==> src/core/sosd_pkg.sv <==
// Purpose: shared constants and carrier types for the output sequencer
// Assumes: 25 MHz system clock, conditioned signals arrive as 13-bit codes
// Notes:   output codes are DAC words for the two analog output stages
package sosd_pkg;

    // signal widths
    localparam int SOSD_DW       = 13;             // conditioned value width
    localparam int SOSD_CW       = 16;             // slot/waveform counter width

    // diagnostic fault band output codes
    localparam logic [12:0] SOSD_FB_LOW  = 13'h0080; // low fault band code
    localparam logic [12:0] SOSD_FB_HIGH = 13'h1f80; // high fault band code

    // power-on diagnostic waveform
    localparam int POWERON_STEP_US   = 1000;       // time per waveform step
    localparam int CLK_MHZ           = 25;
    localparam int POWERON_STEP_CYC  = POWERON_STEP_US * CLK_MHZ; // 25000 cycles

    // default sequential slot duration
    localparam int SEQ_SLOT_US       = 2000;
    localparam int SEQ_SLOT_CYC      = SEQ_SLOT_US * CLK_MHZ; // 50000 cycles

    // low-pass filter shift
    localparam logic [3:0] SOSD_LP_SHIFT = 4'h3;   // first-order iir, alpha 1/8

    // reset values
    localparam logic [12:0] SOSD_OUT_RST = 13'h0000;

    // secondary output source selection
    typedef enum logic [1:0]
    {
        SRC_TEMP   = 2'b00,
        SRC_HALF   = 2'b01,
        SRC_BRFUNC = 2'b10,
        SRC_SEQ    = 2'b11
    } sosd_src_t;

    // sequential mode slots
    typedef enum logic [1:0]
    {
        SLOT_LOW   = 2'b00,
        SLOT_HIGH  = 2'b01,
        SLOT_SEC   = 2'b10,
        SLOT_BR    = 2'b11
    } sosd_slot_t;

    // output phase
    typedef enum logic [1:0]
    {
        PH_POWERON = 2'b00,
        PH_NORMAL  = 2'b01,
        PH_DIAG    = 2'b10
    } sosd_phase_t;

    // conditioned input signals
    typedef struct packed
    {
        logic [12:0] bridge;   // conditioned bridge signal
        logic [12:0] brFunc;   // function of bridge signal
        logic [12:0] temp;     // conditioned temperature
        logic [12:0] half;     // conditioned half-bridge
    } sosd_sig_t;

    // failure monitor flags
    typedef struct packed
    {
        logic bridgeAging;
        logic bridgeConn;
        logic bridgeShort;
        logic tempSensor;
        logic feSelfTest;
        logic feOverdrive;
        logic oscFail;
        logic watchdog;
        logic arithCheck;
        logic nvmSig;
        logic romSig;
        logic ramParity;
        logic regParity;
        logic supplyLoss;
        logic groundLoss;
        logic brokenChip;
    } sosd_mon_t;

    // configuration
    typedef struct packed
    {
        sosd_src_t   src2;      // secondary output source
        logic        seqUseHalf;// sequential second value: half instead of temp
        logic        lp1En;     // primary low-pass enable
        logic        lp2En;     // secondary low-pass enable
        logic        pwrOnEn;   // power-on waveform enable
        logic [15:0] slotCyc;   // sequential slot duration in cycles
    } sosd_cfg_t;

endpackage : sosd_pkg

==> src/core/sosd_output_seq.sv <==
// Purpose: output selection, sequencing, filtering and fault band forcing
// Assumes: monitors, serial ports and analog stages live outside this block
// Notes:   all outputs are registered; diagnostic state is left only by reset
`timescale 1ns/10ps

// Contract
// - primary output carries bridge signal in normal operation
// - secondary output selects one of four sources
// - sequence starts with low then high band
// - third slot carries temperature or half-bridge
// - last slot carries bridge function
// - each output has optional low-pass filter
// - outputs emit power-on diagnostic waveform
// - serial port reads 13-bit conditioned values
// - serial ports access configuration and calibration
// - one-wire link runs over primary pin
// - any failure forces both outputs to band
// - open select pin gives low band
// - select pin grounded gives high band
// - sensor monitors raise failure
// - front-end self-test and overdrive raise failure
// - oscillator, watchdog, arithmetic checks raise failure
// - memory signatures and parity raise failure
// - supply, ground, broken chip raise failure
module sosd_output_seq
    import sosd_pkg::*;
#(
    parameter int PWRON_CYC = POWERON_STEP_CYC      // cycles per waveform step
)
(
    // clock and reset
    input  wire logic        clk,
    input  wire logic        rst_b,
    // conditioned signals and configuration
    input  wire sosd_sig_t   sig,
    input  wire sosd_cfg_t   cfg,
    // failure monitors
    input  wire sosd_mon_t   mon,
    // fault band select pin level, high when left open (pull-up)
    input  wire logic        faultBandSelectPin,
    // one-wire link traffic on the primary pin
    input  wire logic        oneWireActive,
    // serial readout request
    input  wire logic        rdReq,
    input  wire logic [1:0]  rdSel,
    // output codes
    output logic [12:0]      primaryOutput,
    output logic [12:0]      secondaryOutput,
    output logic             primaryOutputEn_b,
    // serial readout answer
    output logic [12:0]      rdData,
    output logic             rdValid,
    // status
    output logic             diagnosticState,
    output sosd_slot_t       seqSlot
);

    // whole block state
    typedef struct packed
    {
        sosd_phase_t phase;     // power-on, normal or diagnostic
        logic        bandHigh;  // latched fault band choice
        sosd_slot_t  slot;      // current sequential slot
        logic [15:0] slotCnt;   // cycles into slot
        logic [15:0] pwrCnt;    // cycles into waveform step
        logic [1:0]  pwrStep;   // waveform step index
        logic [12:0] lp1;       // primary filter state
        logic [12:0] lp2;       // secondary filter state
        logic [12:0] out1;
        logic [12:0] out2;
        logic        out1En_b;
        logic [12:0] rd;
        logic        rdV;
        logic        diag;      // registered diagnostic flag
    } sosd_state_t;

    sosd_state_t st_r;          // registered state
    sosd_state_t st_nxt;        // next state

    logic        anyFail;       // any monitor reports failure
    logic [12:0] src2Val;       // selected secondary value before filtering
    logic [12:0] seq2nd;        // second measurement of the sequence

    // first-order low-pass: y += (x - y) >>> shift
    function automatic logic [12:0] lowPass(input logic [12:0] y, input logic [12:0] x);
        logic signed [13:0] diff;
        diff = $signed({1'b0, x}) - $signed({1'b0, y});
        lowPass = y + 13'(diff >>> SOSD_LP_SHIFT);
    endfunction : lowPass

    // fault band code for the latched pin choice
    function automatic logic [12:0] bandCode(input logic high);
        bandCode = high ? SOSD_FB_HIGH : SOSD_FB_LOW;
    endfunction : bandCode

    // failure collection: each monitor group is a plain flag
    always_comb
    begin
        anyFail = (mon.bridgeAging | mon.bridgeConn | mon.bridgeShort | mon.tempSensor)
                | (mon.feSelfTest | mon.feOverdrive)
                | (mon.oscFail | mon.watchdog | mon.arithCheck)
                | (mon.nvmSig | mon.romSig | mon.ramParity | mon.regParity)
                | (mon.supplyLoss | mon.groundLoss | mon.brokenChip);
    end

    // secondary source selection
    always_comb
    begin
        seq2nd = cfg.seqUseHalf ? sig.half : sig.temp;
        case (cfg.src2)
            SRC_TEMP:   src2Val = sig.temp;
            SRC_HALF:   src2Val = sig.half;
            SRC_BRFUNC: src2Val = sig.brFunc;
            SRC_SEQ:
            begin
                case (st_r.slot)
                    SLOT_LOW:  src2Val = SOSD_FB_LOW;
                    SLOT_HIGH: src2Val = SOSD_FB_HIGH;
                    SLOT_SEC:  src2Val = seq2nd;
                    SLOT_BR:   src2Val = sig.brFunc;
                    default:   src2Val = SOSD_FB_LOW;
                endcase
            end
            default:    src2Val = sig.temp;
        endcase
    end

    // next state
    always_comb
    begin
        st_nxt = st_r;
        st_nxt.rdV = 1'b0;
        // serial readout of 13-bit conditioned values in normal operation
        if (rdReq && st_r.phase == PH_NORMAL)
        begin
            st_nxt.rdV = 1'b1;
            case (rdSel)
                2'b00:   st_nxt.rd = sig.bridge;
                2'b01:   st_nxt.rd = sig.temp;
                2'b10:   st_nxt.rd = sig.half;
                default: st_nxt.rd = sig.brFunc;
            endcase
        end
        // primary pin released while the one-wire link talks over it
        st_nxt.out1En_b = oneWireActive;
        // filters track continuously so switching is glitch free
        st_nxt.lp1 = lowPass(st_r.lp1, sig.bridge);
        st_nxt.lp2 = lowPass(st_r.lp2, src2Val);
        // sequential slot timing; a zero duration is treated as one cycle
        if (st_r.slotCnt + 16'h0001 >= cfg.slotCyc)
        begin
            st_nxt.slotCnt = 16'h0000;
            st_nxt.slot    = sosd_slot_t'(st_r.slot + 2'b01); // wraps to low band
        end
        else
        begin
            st_nxt.slotCnt = st_r.slotCnt + 16'h0001;
        end
        if (cfg.src2 != SRC_SEQ)
        begin
            // restart the cycle so entering sequential mode begins with low band
            st_nxt.slot    = SLOT_LOW;
            st_nxt.slotCnt = 16'h0000;
        end
        case (st_r.phase)
            PH_POWERON:
            begin
                // stepped waveform: low band, high band, low band, then normal
                st_nxt.out1 = st_r.pwrStep[0] ? SOSD_FB_HIGH : SOSD_FB_LOW;
                st_nxt.out2 = st_nxt.out1;
                if (st_r.pwrCnt == 16'(PWRON_CYC - 1))
                begin
                    st_nxt.pwrCnt  = 16'h0000;
                    st_nxt.pwrStep = st_r.pwrStep + 2'b01;
                    if (st_r.pwrStep == 2'b10)
                        st_nxt.phase = PH_NORMAL;
                end
                else
                begin
                    st_nxt.pwrCnt = st_r.pwrCnt + 16'h0001;
                end
                if (!cfg.pwrOnEn)
                    st_nxt.phase = PH_NORMAL;
                if (anyFail)
                    st_nxt.phase = PH_DIAG;
            end
            PH_NORMAL:
            begin
                st_nxt.out1 = cfg.lp1En ? st_nxt.lp1 : sig.bridge;
                // fault band slots bypass the filter so the marks stay exact
                st_nxt.out2 = (cfg.lp2En && !(cfg.src2 == SRC_SEQ && !st_r.slot[1]))
                            ? st_nxt.lp2 : src2Val;
                if (anyFail)
                    st_nxt.phase = PH_DIAG;
            end
            PH_DIAG:
            begin
                // sticky until reset, both outputs at the selected band
                st_nxt.out1 = bandCode(st_r.bandHigh);
                st_nxt.out2 = bandCode(st_r.bandHigh);
                st_nxt.rdV  = 1'b0;
            end
            default:
            begin
                st_nxt.phase = PH_DIAG;
            end
        endcase
        // pin is sampled every cycle up to failure, then frozen
        if (st_r.phase != PH_DIAG)
            st_nxt.bandHigh = !faultBandSelectPin;
        // failure seen this cycle drives the band on the very next edge
        if (anyFail && st_r.phase != PH_DIAG)
        begin
            st_nxt.out1 = bandCode(!faultBandSelectPin);
            st_nxt.out2 = bandCode(!faultBandSelectPin);
        end
        // status kept in a flop so the pin has no decode behind it
        st_nxt.diag = (st_nxt.phase == PH_DIAG);
    end

    // state register
    always_ff @(posedge clk or negedge rst_b)
    begin
        if (!rst_b)
        begin
            st_r          <= '0;
            st_r.phase    <= PH_POWERON;
            st_r.out1     <= SOSD_OUT_RST;
            st_r.out2     <= SOSD_OUT_RST;
            st_r.out1En_b <= 1'b0;
        end
        else
        begin
            st_r <= st_nxt;
        end
    end

    // outputs straight from the register
    assign primaryOutput     = st_r.out1;
    assign secondaryOutput   = st_r.out2;
    assign primaryOutputEn_b = st_r.out1En_b;
    assign rdData            = st_r.rd;
    assign rdValid           = st_r.rdV;
    assign diagnosticState   = st_r.diag;
    assign seqSlot           = st_r.slot;

    // assertions
    property p_diagEnter;
        @(posedge clk) disable iff (!rst_b)
        anyFail |=> diagnosticState;
    endproperty
    a_diagEnter: assert property (p_diagEnter) else $error("failure did not enter diagnostic state");

    property p_diagSticky;
        @(posedge clk) disable iff (!rst_b)
        diagnosticState |=> diagnosticState;
    endproperty
    a_diagSticky: assert property (p_diagSticky) else $error("diagnostic state left without reset");

    property p_bandLow;
        @(posedge clk) disable iff (!rst_b)
        (anyFail && !diagnosticState && faultBandSelectPin)
            |=> (primaryOutput == SOSD_FB_LOW && secondaryOutput == SOSD_FB_LOW) [*3];
    endproperty
    a_bandLow: assert property (p_bandLow) else $error("open select pin did not give low band");

    property p_bandHigh;
        @(posedge clk) disable iff (!rst_b)
        (anyFail && !diagnosticState && !faultBandSelectPin)
            |=> (primaryOutput == SOSD_FB_HIGH && secondaryOutput == SOSD_FB_HIGH) [*3];
    endproperty
    a_bandHigh: assert property (p_bandHigh) else $error("grounded select pin did not give high band");

    property p_primaryBridge;
        @(posedge clk) disable iff (!rst_b)
        (diagnosticState == 1'b0 && st_r.phase == PH_NORMAL && !anyFail && !cfg.lp1En)
            |=> primaryOutput == $past(sig.bridge);
    endproperty
    a_primaryBridge: assert property (p_primaryBridge) else $error("primary output not bridge signal");

    property p_seqOrder;
        @(posedge clk) disable iff (!rst_b)
        (cfg.src2 == SRC_SEQ && $past(cfg.src2) == SRC_SEQ && $changed(seqSlot))
            |-> seqSlot == sosd_slot_t'($past(seqSlot) + 2'b01);
    endproperty
    a_seqOrder: assert property (p_seqOrder) else $error("sequence slot out of order");

    property p_seqMarks;
        @(posedge clk) disable iff (!rst_b)
        (st_r.phase == PH_NORMAL && !anyFail && cfg.src2 == SRC_SEQ && seqSlot == SLOT_HIGH)
            |=> secondaryOutput == SOSD_FB_HIGH;
    endproperty
    a_seqMarks: assert property (p_seqMarks) else $error("high band mark missing in sequence");

    property p_seqBridge;
        @(posedge clk) disable iff (!rst_b)
        (st_r.phase == PH_NORMAL && !anyFail && cfg.src2 == SRC_SEQ && !cfg.lp2En && seqSlot == SLOT_BR)
            |=> secondaryOutput == $past(sig.brFunc);
    endproperty
    a_seqBridge: assert property (p_seqBridge) else $error("last slot not bridge function");

    property p_rdNormal;
        @(posedge clk) disable iff (!rst_b)
        rdValid |-> $past(st_r.phase) == PH_NORMAL;
    endproperty
    a_rdNormal: assert property (p_rdNormal) else $error("readout outside normal operation");

    property p_seqLow;
        @(posedge clk) disable iff (!rst_b)
        (st_r.phase == PH_NORMAL && !anyFail && cfg.src2 == SRC_SEQ && seqSlot == SLOT_LOW)
            |=> secondaryOutput == SOSD_FB_LOW;
    endproperty
    a_seqLow: assert property (p_seqLow) else $error("low band mark missing in sequence");

    property p_seqSecond;
        @(posedge clk) disable iff (!rst_b)
        (st_r.phase == PH_NORMAL && !anyFail && cfg.src2 == SRC_SEQ && !cfg.lp2En && seqSlot == SLOT_SEC)
            |=> secondaryOutput == ($past(cfg.seqUseHalf) ? $past(sig.half) : $past(sig.temp));
    endproperty
    a_seqSecond: assert property (p_seqSecond) else $error("second value slot wrong");

    property p_fixedSource;
        @(posedge clk) disable iff (!rst_b)
        (st_r.phase == PH_NORMAL && !anyFail && cfg.src2 != SRC_SEQ && !cfg.lp2En)
            |=> secondaryOutput == (($past(cfg.src2) == SRC_TEMP) ? $past(sig.temp)
                                  : ($past(cfg.src2) == SRC_HALF) ? $past(sig.half) : $past(sig.brFunc));
    endproperty
    a_fixedSource: assert property (p_fixedSource) else $error("secondary source not routed");

    property p_oneWireRelease;
        @(posedge clk) disable iff (!rst_b)
        oneWireActive |=> primaryOutputEn_b;
    endproperty
    a_oneWireRelease: assert property (p_oneWireRelease) else $error("primary stage not released");

    property p_powerOnBand;
        @(posedge clk) disable iff (!rst_b)
        (st_r.phase == PH_POWERON && !anyFail)
            |=> (primaryOutput == secondaryOutput
                 && (primaryOutput == SOSD_FB_LOW || primaryOutput == SOSD_FB_HIGH));
    endproperty
    a_powerOnBand: assert property (p_powerOnBand) else $error("power-on waveform off band levels");

    c_diag:   cover property (@(posedge clk) disable iff (!rst_b) $rose(diagnosticState));
    c_seqWrap: cover property (@(posedge clk) disable iff (!rst_b) seqSlot == SLOT_BR ##1 seqSlot == SLOT_LOW);
    c_normal: cover property (@(posedge clk) disable iff (!rst_b) st_r.phase == PH_POWERON ##1 st_r.phase == PH_NORMAL);
    c_read:   cover property (@(posedge clk) disable iff (!rst_b) rdValid);

endmodule : sosd_output_seq

==> config.mk <==
export PLATFORM = sky130hd
export DESIGN_NAME = sosd_output_seq
export DESIGN_NICKNAME = d
export VERILOG_FILES = /design/src/core/sosd_pkg.sv /design/src/core/sosd_output_seq.sv
export SDC_FILE = /design/constraint.sdc
export NUM_CORES = 1
export LEC_CHECK = 0
export BUFFER_PORTS_ARGS = -buffer_cell sky130_fd_sc_hd__buf_2
export CORE_MARGIN = 5
export CORE_UTILIZATION = 40
export DETAILED_ROUTE_END_ITERATION = 8
export PLACE_DENSITY = 0.66
export SLEW_MARGIN = 20
export SYNTH_ARGS = -nofsm -noshare
export SYNTH_HDL_FRONTEND = slang
export SYNTH_SLANG_ARGS = --single-unit
export TNS_END_PERCENT = 1
==> constraint.sdc <==
create_clock -name clk -period 5.13 [get_ports clk]
set_clock_uncertainty 0.1 [all_clocks]
set_input_delay 1.026 -clock clk [delete_from_list [all_inputs] [get_ports clk]]
set_output_delay 1.026 -clock clk [all_outputs]
set_load 0.005 [all_outputs]
==> summary.md, run 1 <==
| Metric | Value |
|---|---|
| Master of the slowest instance on the critical path | sky130_fd_sc_hd__ha_1 |
| Number of pins exceeding their max-slew limit in the final report | 0 |
| Leak pwr | ~4.6 nW |
| CTS Sinks | 107 |
| Wire length of the first global-routing pass | around 33000 µm |
| Number of antenna violations at the first check in global routing | 0 |
| Primary flip-flop cell chosen by synthesis mapping | sky130_fd_sc_hd__dfrtp_1 |
| Clock group share of total power | around an eighth |
| Hold bufs inserted after CTS | 0 |
| Hold Vio Cnt, Final | 0 |
| # rows | 52 |
| Clk Latency, worst-skew pair | ~0.36 ns |
| Total die area | 23200 µm² |
| Net count after synthesis | ~1000 |
| Iteration count of the initial detailed-routing pass | 5 |
| H-Tree Level Count | 3 |
| Worst reg2reg path startpoint | seqSlot[0] |
| Area delta synth->final | 17.5% |
| DIE WIDTH | 152 µm |
| Final Instance Count excl. Fillers | 1288 |
| End point of the worst hold path | primaryOutput[3] |
| Sw Ratio | between 40% and 50% |
| Worst Path Class, Setup | in2reg |
| Post-DRT Antenna Nets | 0 |
| Number of buffer and inverter instances along the worst setup path | 4 |
| Total setup violations reported at the end of the flow | 0 |
| Antenna cells | 0 |
| Sequential-to-total area share from yosys stat | 33.0% |
| Category of the worst setup path launch point | primary input |
| Setup repair after global routing missed its margin | true |
| Number of instances in the placed design | 1271 |
| Relative slew margins | a little under two fifths |
| CTS tree | built |
| Portion of the clock cycle consumed by the worst path in the final layout | between 90% and 100% |
| Met1 global-route usage | between 20 and 25% |
| Switching power summed over all nets | approximately 2.3 mW |
| Number of global-route vias before repair | roughly 6700 |
| Total congestion overflow after global routing | 0 |
| Die Height | approximately 150 µm |
| Peak supply drop | approximately 0.23 mV |
| Number of distinct library cell variants in the gate-level netlist after synthesis | 64 |
| CP dominant cell by count | sky130_fd_sc_hd__buf_4 |
| CP Data Required Time | approximately 5.3 ns |
| Buffers on Ports | 140 |
| Peak-usage layer in the global routing report | met2 |
| Core ar. | 20100 µm² |
| Largest delay share family, worst path | compound AO/OA/AOI/OAI gates |
| Post-synthesis register bit count | approximately 110 |
| Setup_tns | 0 ns |
| Sequential fraction of design power | 20.2% |
| Arrival time worst endpoint | ~5.1 ns |
| Filler cell count in the final layout | about 1900 |
| Warning count from the yosys run | 0 |
| Total via count in the routed design | between 6000 and 7000 |
| Detailed-route wire length | between 20000 and 25000 µm |
| Fraction of layout cells with a size suffix above 1 | 26.9% |
| FFs w/ async S/R, synth | between 90% and 100% |
| Cell count of the worst reg-to-reg path | 25 |
| Number of cells on the worst hold path | 2 |
| Post-route DRC | 0 |
| Final min period | about 4.9 ns |
| Netlist area before placement | approximately 8000 µm² |
| Critical Path Sink Type | register |
| Worst Hold Launch | primaryOutput[3] |
| Maximum fanout encountered on the critical timing path | 5 |
| Global routing usage on met2 | 29.4% |
| TritonCTS Buffers | 9 |
| Final weighted congestion in routability-driven placement | roughly 0.87 |
| # Max-Cap Violations | 0 |
| Iteration-0 DRC count of the detailed router | 267 |
| Share of power burned in combinational logic | 66.7% |
| List of cells traversed by the critical path | buf_4 -> nand4b_1 -> o21ai_1 -> buf_4 -> a22oi_1 -> o21ai_1 -> ha_2 -> nor2b_2 -> and3_1 -> a211oi_2 -> a311o_1 -> a41oi_2 -> buf_4 -> xnor2_1 -> ha_1 -> a21oi_1 -> o21ai_2 -> a31oi_2 -> buf_4 -> xnor2_2 -> mux2_4 -> a21o_1 -> a21oi_2 -> nor2_1 |
| Largest net degree at the start of global routing | 70 |
| Synthesized area divided by synthesized cell count | between 9 and 10 µm² |
| Post-Syn Instances | slightly below 900 |
| Internal power summed over all cells | ~3.1 mW |
| Detail-routed via count per cell | between 5 and 6 |
| Longest individual stage delay on the worst path | 0.29 ns |
| Aggregate global-route resource usage | roughly 17% |
| Avg WL per Cell | 15.8 µm |
| Clock slew seen by the registers of the worst setup and hold paths | approximately 0.070 ns |
| Count of flip-flops with a built-in enable after synthesis | 0 |
| Reg2Reg Capture Point | secondaryOutput[8] |
| Buffer cell driving the clock tree root | sky130_fd_sc_hd__clkbuf_16 |
| Max Fclk | approximately 0.20 GHz |
| Pin slew with the least headroom to its limit | between 0.9 and 1 ns |
| Number of top-level design ports | between 100 and 150 |
| R2R setup slack | about 0.23 ns |
| Result of the run | finished, final reports clean |
| Met3 track demand over resource in global routing | under 10% |
| Power per cell area | between 500 and 600 nW/µm² |
| Number of buffers on the longest clock path | 2 |
| Overall power | between 5 and 6 mW |
| Type of the tightest min-delay check | reg2reg |
| Total half-perimeter wirelength after legalization and detailed placement | 16200 µm |
| Initial core utilization | about two fifths |
| Number of nets in the layout | approximately 1200 |
cells in the final DEF (no fill, tap or decap), drive strengths merged, types with 3 or more instances in the layout:
cell and count:
buf 195, dfrtp 107, ha 78, nand2 70, nor2 66, inv 62
xnor2 47, o21ai 45, a21oi 41, nor2b 38, mux2 24, xor2 18
mux2i 18, nand3 17, a21o 17, nor3 15, mux4 13, clkbuf 11
and3 10, nand2b 10, o21a 10, a22oi 8, a31oi 8, nor4 8
and2 7, or2 6, nand4 6, o22a 6, nand4b 5, o211ai 5
o22ai 3, a31o 3, nor4bb 3, or3 3, a211oi 3, a21boi 3
final cells by class:
cell class | instances | area [µm²] | share of cell area (%)
multi-input cells | 639 | 4850 | 50.9
flip-flops and latches | 107 | 2680 | 28.1
repair buffers | 195 | 1130 | 11.9
well taps | 270 | 338 | 3.55
clock buffers | 11 | 243 | 2.55
inverters | 62 | 233 | 2.44
clock inverters | 4 | 51.3 | 0.539
power by group through the flow:
stage / registers [mW] / logic [mW] / clock network [mW]
after global routing: 1.11 / 4.06 / 0.755
after floorplan: 1.08 / 2.47 / 0
after detailed placement: 1.11 / 3.52 / 0
final: 1.09 / 3.62 / 0.709
after CTS: 1.09 / 3.56 / 0.728
after global placement: 1.11 / 3.44 / 0
logic make-up after synthesis:
logic type                 Yosys count  synth area share, %
AOI/OAI and AO/OA                  171                 14.0
DFF                                107                 33.0
adders and majority gates           80                 12.5
muxes                               55                 9.17
buffers and inverters              126                 7.87
and+or+nand+nor                    268                 16.4
xor gates and xnor gates            65                 7.02
per-layer routing:
metal / up-vias / wire length, µm / part of all wire [%]
li1: 3294 / - / -
met1: 3126 / 9170 / 45
met2: 161 / 9750 / 48
met3: 25 / 1040 / 5.1
met4: 0 / 385 / 1.9
met5: - / 0 / 0
worst register-to-register path, delay by kind of cell (launching register included):
family,cells,cell delay [ns]
AO/OA/AOI/OAI,11,2.00
adder cells (fa/ha/maj),3,0.75
buffers and inverters,4,0.58
AND/OR/NAND/NOR,4,0.53
flip-flops,1,0.34
XOR/XNOR,2,0.26
multiplexers,1,0.25
registers in the layout, indices dropped and copies added (netlist names):
| name | flops |
|---|---|
| primaryOutputEn_b | 1 |
| secondaryOutput | 13 |
| seqSlot | 2 |
| rdData | 13 |
| rdValid | 1 |
| st_r | 63 |
| diagnosticState | 1 |
| primaryOutput | 13 |
timing repair:
item                                    4_1_cts  5_1_grt
buffers inserted                              0        2
endpoints found under the setup margin        1        8
pin swaps                                     1       14
resized for setup                             2       21
synth_stat cells (13+ instances only):
cell / n / area [µm²]
sky130_fd_sc_hd__a21o_1: 17 / 128
sky130_fd_sc_hd__a21oi_1: 40 / 200
sky130_fd_sc_hd__buf_4: 41 / 308
sky130_fd_sc_hd__clkbuf_1: 16 / 60.1
sky130_fd_sc_hd__dfrtp_1: 107 / 2680
sky130_fd_sc_hd__ha_1: 78 / 976
sky130_fd_sc_hd__inv_1: 62 / 233
sky130_fd_sc_hd__mux2_2: 24 / 270
sky130_fd_sc_hd__mux2i_1: 18 / 180
sky130_fd_sc_hd__mux4_2: 13 / 293
sky130_fd_sc_hd__nand2_1: 70 / 263
sky130_fd_sc_hd__nand3_1: 17 / 85.1
sky130_fd_sc_hd__nor2_1: 66 / 248
sky130_fd_sc_hd__nor2b_1: 38 / 238
sky130_fd_sc_hd__nor3_1: 15 / 75.1
sky130_fd_sc_hd__o21ai_0: 44 / 220
sky130_fd_sc_hd__xnor2_1: 47 / 412
sky130_fd_sc_hd__xor2_1: 18 / 158
worst max-delay path by stage:
stage / end / depth (start not counted) / slack (ns) / from
floorplan: secondaryOutput[12] / 23 / 0.04 / cfg[21]
global placement: secondaryOutput[8] / 23 / -0.29 / cfg[21]
detailed placement: secondaryOutput[12] / 24 / -0.40 / cfg[21]
CTS: secondaryOutput[8] / 25 / 0.006 / cfg[21]
global route: secondaryOutput[8] / 25 / -0.05 / cfg[20]
finish: secondaryOutput[8] / 24 / 0.19 / cfg[20]
through the flow:
step           instance area, µm²  util, %  worst slack, ns  hold slack, ns
2_1_floorplan                8130        -           0.0395           0.351
3_3_place_gp                 9160     45.5           -0.289           0.360
3_5_place_dp                 9160     45.5           -0.398           0.366
4_1_cts                      9460     47.0          0.00627           0.382
5_1_grt                      9520     47.4          -0.0548           0.405
6_report                     9520     47.4            0.191           0.376
No activity file was read; power rests on OpenSTA's default activity.
==> run 2, diff against run 1 <==
--- a/config.mk
+++ b/config.mk
@@ -6,7 +6,6 @@
 export NUM_CORES = 1
 export LEC_CHECK = 0
 export BUFFER_PORTS_ARGS = -buffer_cell sky130_fd_sc_hd__buf_2
-export CORE_MARGIN = 5
 export CORE_UTILIZATION = 40
 export DETAILED_ROUTE_END_ITERATION = 8
 export PLACE_DENSITY = 0.66
==> run 2 against run 1 <==
Effect of this change:
- global-route usage is 2.5 points higher
- final area is 0.30% higher
- utilization is 1.2 points higher
- sequential power hardly changed
- cell count is 0.39% higher
- clock power is 5.5% lower
- worst hold slack worse by 0.0021 ns
- clock-buffer cell count is 2 higher
- sequential share of layout area is 0.085 points lower
- die area is 10% lower
- critical path type unchanged
==> summary.md, run 2 (synthesis gave the netlist of run 1 again) <==
| Metric | Value |
|---|---|
| Total via count in the routed design | 6637 (+0.47%) |
| Post-route DRC | 0 (unchanged) |
| Number of buffer and inverter instances along the worst setup path | 4 (unchanged) |
| Critical Path Sink Type | register |
| Commonest cells after routing, fill and taps aside | sky130_fd_sc_hd__buf_2, sky130_fd_sc_hd__dfrtp_1, sky130_fd_sc_hd__ha_1 |
| Setup_tns | 0 ns (unchanged) |
| H-Tree Level Count | 3 (unchanged) |
| # rows | 51 (-1.9%) |
| Leak pwr | 4.65 nW (+0.23%) |
| DIE WIDTH | 144 µm (-5.3%) |
| Avg WL per Cell | 15.3 µm (-3.0%) |
| Category of the worst setup path launch point | primary input |
| Max Fclk | 0.206 GHz (+2.0%) |
| Critical path depth | 22 (-8.3%) |
| Number of top-level design ports | 141 (unchanged) |
| Aggregate global-route resource usage | 19.8% (+2.5 points) |
| Total congestion overflow after global routing | 0 (unchanged) |
| Peak supply drop | 0.226 mV (-3.1%) |
| Number of antenna violations at the first check in global routing | 0 (unchanged) |
| Final weighted congestion in routability-driven placement | 0.854 (-2.4%) |
| R2R setup slack | 0.34 ns (+0.11 ns) |
| Pin slew with the least headroom to its limit | 1.01 ns (+0.0728 ns) |
| Total die area | 20800 µm² (-10%) |
| Worst Hold Launch | secondaryOutput[2] |
| Master of the slowest instance on the critical path | sky130_fd_sc_hd__a311o_1 |
| Initial core utilization | 41.2% (+0.92 points) |
| Die Height | 144 µm (-5.3%) |
| Filler cell count in the final layout | 1867 (-3.4%) |
| Power per cell area | 556 nW/µm² (-2.3%) |
| Reg2Reg Capture Point | secondaryOutput[12] |
| Fraction of layout cells with a size suffix above 1 | 26.9% (+0.030 points) |
| Final min period | 4.84 ns (-0.0962 ns) |
| Final Worst Setup Slack | 0.287 ns (+0.0962 ns) |
| Clock slew seen by the registers of the worst setup and hold paths | 0.07 ns (about the same) |
| CP Data Required Time | 5.29 ns (+0.02 ns) |
| Overall power | 5.31 mW (-2.0%) |
| Largest register FFs | 63 (unchanged) |
| Arrival time worst endpoint | 5.00 ns (-0.08 ns) |
| Detailed-route wire length | 19800 µm (-2.6%) |
| Worst reg2reg path startpoint | seqSlot[1] |
| CP startpoint | cfg[20] |
| Buffers on Ports | 140 (unchanged) |
| Detail-routed via count per cell | 5.13 (about the same) |
| CP endpoint | secondaryOutput[12] |
| Register with the highest flop count | st_r |
| Number of buffers on the longest clock path | 2 (unchanged) |
| Area delta synth->final | 17.8% |
| Hold Vio Cnt, Final | 0 (unchanged) |
| CP dominant cell by count | sky130_fd_sc_hd__buf_4 |
| CTS tree | built |
| Largest net degree at the start of global routing | 42 (-40%) |
| TritonCTS Buffers | 9 (unchanged) |
| Relative slew margins | 31.7% (-5.6 points) |
| CTS Sinks | 107 (unchanged) |
| Buffer cell driving the clock tree root | sky130_fd_sc_hd__clkbuf_16 |
| Largest delay share family, worst path | compound AO/OA/AOI/OAI gates |
| Iteration count of the initial detailed-routing pass | 6 (+1) |
| Post-DRT Antenna Nets | 0 (unchanged) |
| Worst Path Class, Setup | in2reg |
| Iteration-0 DRC count of the detailed router | 371 (+39%) |
| Number of global-route vias before repair | 6448 (-3.5%) |
| Wire length of the first global-routing pass | 31800 µm (-4.1%) |
| Placement-stage worst setup slack | -0.453 ns (-0.0557 ns) |
| # Max-Cap Violations | 0 (unchanged) |
| Cell count of the worst reg-to-reg path | 23 (-8.0%) |
| Antenna cells | 0 (unchanged) |
| Commonest non-fill, non-tap cell in the layout | sky130_fd_sc_hd__buf_2 |
| Clk Latency, worst-skew pair | 0.36 ns (about the same) |
| Result of the run | finished, final reports clean |
| Maximum fanout encountered on the critical timing path | 5 (unchanged) |
| Core ar. | 19700 µm² (-2.2%) |
| Total half-perimeter wirelength after legalization and detailed placement | 15700 µm (-3.5%) |
| List of cells traversed by the critical path | buf_6 -> nand4b_1 -> o21ai_1 -> buf_4 -> a22oi_1 -> o21ai_0 -> ha_1 -> a21oi_1 -> nor2b_1 -> a311o_1 -> a41oi_2 -> buf_4 -> a21oi_2 -> buf_4 -> o41ai_4 -> ha_1 -> or2_2 -> a21oi_1 -> nor2_1 -> xnor2_1 -> nor3b_1 -> nor4bb_1 |
| Total setup violations reported at the end of the flow | 0 (unchanged) |
| Type of the tightest min-delay check | reg2reg |
| Number of nets in the layout | 1200 (+0.76%) |
| Number of pins exceeding their max-slew limit in the final report | 0 (unchanged) |
| Longest individual stage delay on the worst path | 0.36 ns (+0.07 ns) |
| Portion of the clock cycle consumed by the worst path in the final layout | 94.4% (-1.9 points) |
[run 2: metal layers]
layer | global-route usage (%) | share of wire [%] | vias to the layer above
met3 | 2.72 | 4.2 | 25
met1 | 25.6 | 46 | 3145
met5 | 0 | 0 | -
met2 | 33.9 | 48 | 156
li1 | - | - | 3311
met4 | 6.32 | 1.6 | 0
[run 2: cell type report]
cell class                 count  area, µm²  area share (%)
sequential                   107       2680            28.0
multi-input combinational    639       4830            50.6
tap                          265        332            3.47
inverter                      62        233            2.44
clock buffer                  13        250            2.62
clock inverter                 3       23.8           0.249
timing repair buffer         204       1200            12.6
[run 2: worst min-delay path: stages (launching register included)]
cell and delay [ns]:
sky130_fd_sc_hd__dfrtp_1 0.33, sky130_fd_sc_hd__nand2_1 0.04, sky130_fd_sc_hd__o21ai_0 0.06
[run 2: where the power goes]
part | internal [mW] | switching, mW
sequential | 1.02 | 0.0771
combinational | 1.71 | 1.84
clock | 0.345 | 0.325
[run 2: worst min path at each step]
stage,slack (ns),cells after the start,to
final,0.37,2,secondaryOutput[2]
after global routing,0.41,2,secondaryOutput[2]
after CTS,0.38,2,secondaryOutput[0]
after detailed placement,0.37,2,secondaryOutput[0]
after global placement,0.36,2,primaryOutput[0]
after floorplan,0.35,2,primaryOutput[0]
[run 2: through the flow]
step | cell area, µm² | util [%] | cells | hold WS, ns
finish | 9550 | 48.6 | 1293 | 0.374
global route | 9550 | 48.6 | 1293 | 0.408
CTS | 9440 | 48.0 | 1284 | 0.381
detailed placement | 9160 | 46.6 | 1268 | 0.366
global placement | 9160 | 46.6 | 1268 | 0.359
floorplan | 8130 | - | 872 | 0.351
[run 2: repair_timing]
item / 4_1_cts / 5_1_grt
cloned: 0 / 0
hold endpoints to repair: 0 / 0
buffers inserted: 0 / 9
endpoints found under the setup margin: 4 / 7
pin swaps: 1 / 17
hold buffers: 0 / 0
resized for setup: 3 / 14
==> run 3, diff against run 2 <==
--- a/config.mk
+++ b/config.mk
@@ -6,9 +6,10 @@
 export NUM_CORES = 1
 export LEC_CHECK = 0
 export BUFFER_PORTS_ARGS = -buffer_cell sky130_fd_sc_hd__buf_2
+export CAP_MARGIN = 10
 export CORE_UTILIZATION = 40
 export DETAILED_ROUTE_END_ITERATION = 8
-export PLACE_DENSITY = 0.66
+export PLACE_DENSITY = 0.62
 export SLEW_MARGIN = 20
 export SYNTH_ARGS = -nofsm -noshare
 export SYNTH_HDL_FRONTEND = slang
==> constraint.sdc (replaced) <==
create_clock -name clk -period 5.13 [get_ports clk]
set_clock_uncertainty 0.1 [all_clocks]
set_input_delay 0.2565 -clock clk [delete_from_list [all_inputs] [get_ports clk]]
set_output_delay 0.2565 -clock clk [all_outputs]
set_load 0.005 [all_outputs]
==> run 3 against run 2 <==
Effect of this change:
- power is 4.1% lower
- die area stayed put
- clock power rose by 3.7%
- routed wire length fell by 2.7%
- via count is 2.7% lower
- worst setup slack got worse by 0.038 ns
- first-iteration DRC count decreased by 42%
- worst hold slack got worse by 0.23 ns
- combinational power decreased by 6.8%
- clock-buffer cell count is 3 lower
==> summary.md, run 3 (synthesis gave the netlist of run 1 again) <==
| Metric | Value |
|---|---|
| Detail-routed via count per cell | 5.15 (+0.36%) |
| Number of top-level design ports | 141 (unchanged) |
| Worst Path Class, Setup | reg2reg |
| Leak pwr | 4.48 nW (-3.7%) |
| Final Worst Setup Slack | 0.249 ns (-0.0383 ns) |
| Setup repair after global routing missed its margin | true |
| Sequential fraction of design power | 21.4% (+0.8 points) |
| Die Height | 144 µm (unchanged) |
| Register with the highest flop count | st_r |
| Avg WL per Cell | 15.4 µm (+0.33%) |
| Detailed-route wire length | 19300 µm (-2.7%) |
| Hold Vio Cnt, Final | 0 (unchanged) |
| Aggregate global-route resource usage | 19.2% (-0.54 points) |
| Buffers on Ports | 140 (unchanged) |
| Setup_tns | 0 ns (unchanged) |
| Fraction of layout cells with a size suffix above 1 | 24.5% (-2.5 points) |
| Type of the tightest min-delay check | in2reg |
| Arrival time worst endpoint | 5.04 ns (+0.04 ns) |
| Sw Ratio | 44.3% (+2.2 points) |
| Total setup violations reported at the end of the flow | 0 (unchanged) |
| Total die area | 20800 µm² (unchanged) |
| Portion of the clock cycle consumed by the worst path in the final layout | 95.1% (+0.75 points) |
| Final weighted congestion in routability-driven placement | 0.854 (about the same) |
| Number of pins exceeding their max-slew limit in the final report | 0 (unchanged) |
| Number of antenna violations at the first check in global routing | 0 (unchanged) |
| Relative slew margins | 37.9% (+6.2 points) |
| Number of buffer and inverter instances along the worst setup path | 4 (unchanged) |
| Share of power burned in combinational logic | 65.0% (-1.8 points) |
| H-Tree Level Count | 3 (unchanged) |
| Clock slew seen by the registers of the worst setup and hold paths | 0.08 ns (about the same) |
| Number of global-route vias before repair | 6214 (-3.6%) |
| Internal power summed over all cells | 2.84 mW (-7.7%) |
| CP Data Required Time | 5.29 ns (about the same) |
| Largest delay share family, worst path | compound AO/OA/AOI/OAI gates |
| Clk Latency, worst-skew pair | 0.36 ns (about the same) |
| Total congestion overflow after global routing | 0 (unchanged) |
| Iteration count of the initial detailed-routing pass | 6 (unchanged) |
| Iteration-0 DRC count of the detailed router | 214 (-42%) |
| Final Instance Area | 9290 µm² (-2.7%) |
| Power per cell area | 548 nW/µm² (-1.4%) |
| Number of nets in the layout | 1161 (-3.3%) |
| Clock group share of total power | 13.6% (+1.0 points) |
| Buffer cell driving the clock tree root | sky130_fd_sc_hd__clkbuf_16 |
| # rows | 51 (unchanged) |
| Area delta synth->final | 14.6% |
| Post-DRT Antenna Nets | 0 (unchanged) |
| CP dominant cell by count | sky130_fd_sc_hd__buf_4 |
| Total via count in the routed design | 6460 (-2.7%) |
| Max Fclk | 0.205 GHz (-0.79%) |
| Post-route DRC | 0 (unchanged) |
| Number of buffers on the longest clock path | 2 (unchanged) |
| Initial core utilization | 41.2% (unchanged) |
| CTS Sinks | 107 (unchanged) |
| Placement-stage worst setup slack | -0.0316 ns (+0.422 ns) |
| Area post-placement | 8870 µm² (-3.2%) |
| Commonest cells after routing, fill and taps aside | sky130_fd_sc_hd__buf_2, sky130_fd_sc_hd__dfrtp_1, sky130_fd_sc_hd__ha_1 |
| Category of the worst setup path launch point | register |
| CTS tree | built |
| Switching power summed over all nets | 2.26 mW (+0.86%) |
| Longest individual stage delay on the worst path | 0.35 ns (about the same) |
| Wire length of the first global-routing pass | 31000 µm (-2.5%) |
| Largest net degree at the start of global routing | 58 (+38%) |
| # Max-Cap Violations | 0 (unchanged) |
| Maximum fanout encountered on the critical timing path | 5 (unchanged) |
| Final min period | 4.88 ns (+0.0383 ns) |
| Result of the run | finished, final reports clean |
| DIE WIDTH | 144 µm (unchanged) |
| Peak supply drop | 0.240 mV (+6.1%) |
| Antenna cells | 0 (unchanged) |
| Total half-perimeter wirelength after legalization and detailed placement | 15300 µm (-2.3%) |
| Commonest non-fill, non-tap cell in the layout | sky130_fd_sc_hd__buf_2 |
| Critical Path Sink Type | register |
| Largest register FFs | 63 (unchanged) |
| Pin slew with the least headroom to its limit | 0.922 ns (-0.0914 ns) |
| Master of the slowest instance on the critical path | sky130_fd_sc_hd__dfrtp_1 |
| Core ar. | 19700 µm² (unchanged) |
| Filler cell count in the final layout | 1920 (+2.8%) |
| Overall power | 5.09 mW (-4.1%) |
| TritonCTS Buffers | 9 (unchanged) |
[run 3: changes by cell type in the layout (fill, tap and decap cells not counted), sizes merged]
cell and delta:
buf -42, clkbuf -3, dlygate4sd3 +3, inv +3
[run 3: what timing repair did]
item | 4_1_cts | 5_1_grt
setup endpoints to repair | 3 | 6
pin swaps | 0 | 7
endpoints found under the hold margin | 52 | 0
hold buffers | 3 | 0
setup buffers | 0 | 5
gates resized for setup | 2 | 15
[run 3: worst paths after layout]
check / start / endpoint / slack [ns] / cells past startpoint
setup / recovery: seqSlot[0] / secondaryOutput[12] / 0.25 / 26
hold / removal: sig[41] / primaryOutput[2] / 0.15 / 3
setup reg to reg: seqSlot[0] / secondaryOutput[12] / 0.25 / 26
hold reg to reg: primaryOutput[6] / primaryOutput[6] / 0.38 / 2
max in group asynchronous: rst_b / st_r[78] / 3.35 / 3
min in group asynchronous: rst_b / primaryOutput[1] / 0.36 / 2
[run 3: final cells by class]
cell class                      count  area, µm²  share of cell area, %
Sequential cell                   107       2680                   28.8
Multi-Input combinational cell    639       4860                   52.3
Timing Repair Buffer              165        898                   9.67
Inverter                           62        233                   2.51
Clock inverter                      6       60.1                  0.646
Clock buffer                       10        229                   2.46
Tap cell                          265        332                   3.57
[run 3: power groups by stage]
stage / registers [mW] / logic (mW) / clock network [mW]
floorplan: 1.08 / 2.46 / 0
global placement: 1.11 / 3.11 / 0
detailed placement: 1.11 / 3.14 / 0
CTS: 1.09 / 3.17 / 0.719
global route: 1.10 / 3.70 / 0.750
finish: 1.09 / 3.31 / 0.695
[run 3: per-stage QoR]
stage | utilization (%) | std cells | hold WS, ns
finish | 47.3 | 1254 | 0.145
CTS | 46.8 | 1249 | 0.121
global placement | 45.1 | 1230 | 0.230
global route | 47.3 | 1254 | 0.160
detailed placement | 45.1 | 1230 | 0.240
floorplan | - | 872 | -0.139
[run 3: worst register-to-register path: cells and delay by family, from the launching register on]
| kind | cells | cell delay, ns |
|---|---|---|
| compound gates | 8 | 1.52 |
| xor+xnor | 2 | 0.24 |
| simple gates | 9 | 1.15 |
| buf+inv | 4 | 0.55 |
| fa+ha+maj | 3 | 0.89 |
| flops | 1 | 0.35 |
[run 3: metal layers]
| layer | part of all wire (%) | wire length, µm | up-vias | global-route usage, % |
|---|---|---|---|---|
| met5 | 0 | 0 | - | 0 |
| met4 | 2.5 | 476 | 0 | 8.20 |
| met3 | 3.7 | 705 | 26 | 2.28 |
| met2 | 47 | 9110 | 137 | 31.8 |
| met1 | 47 | 8990 | 3062 | 25.4 |
| li1 | - | - | 3235 | - |
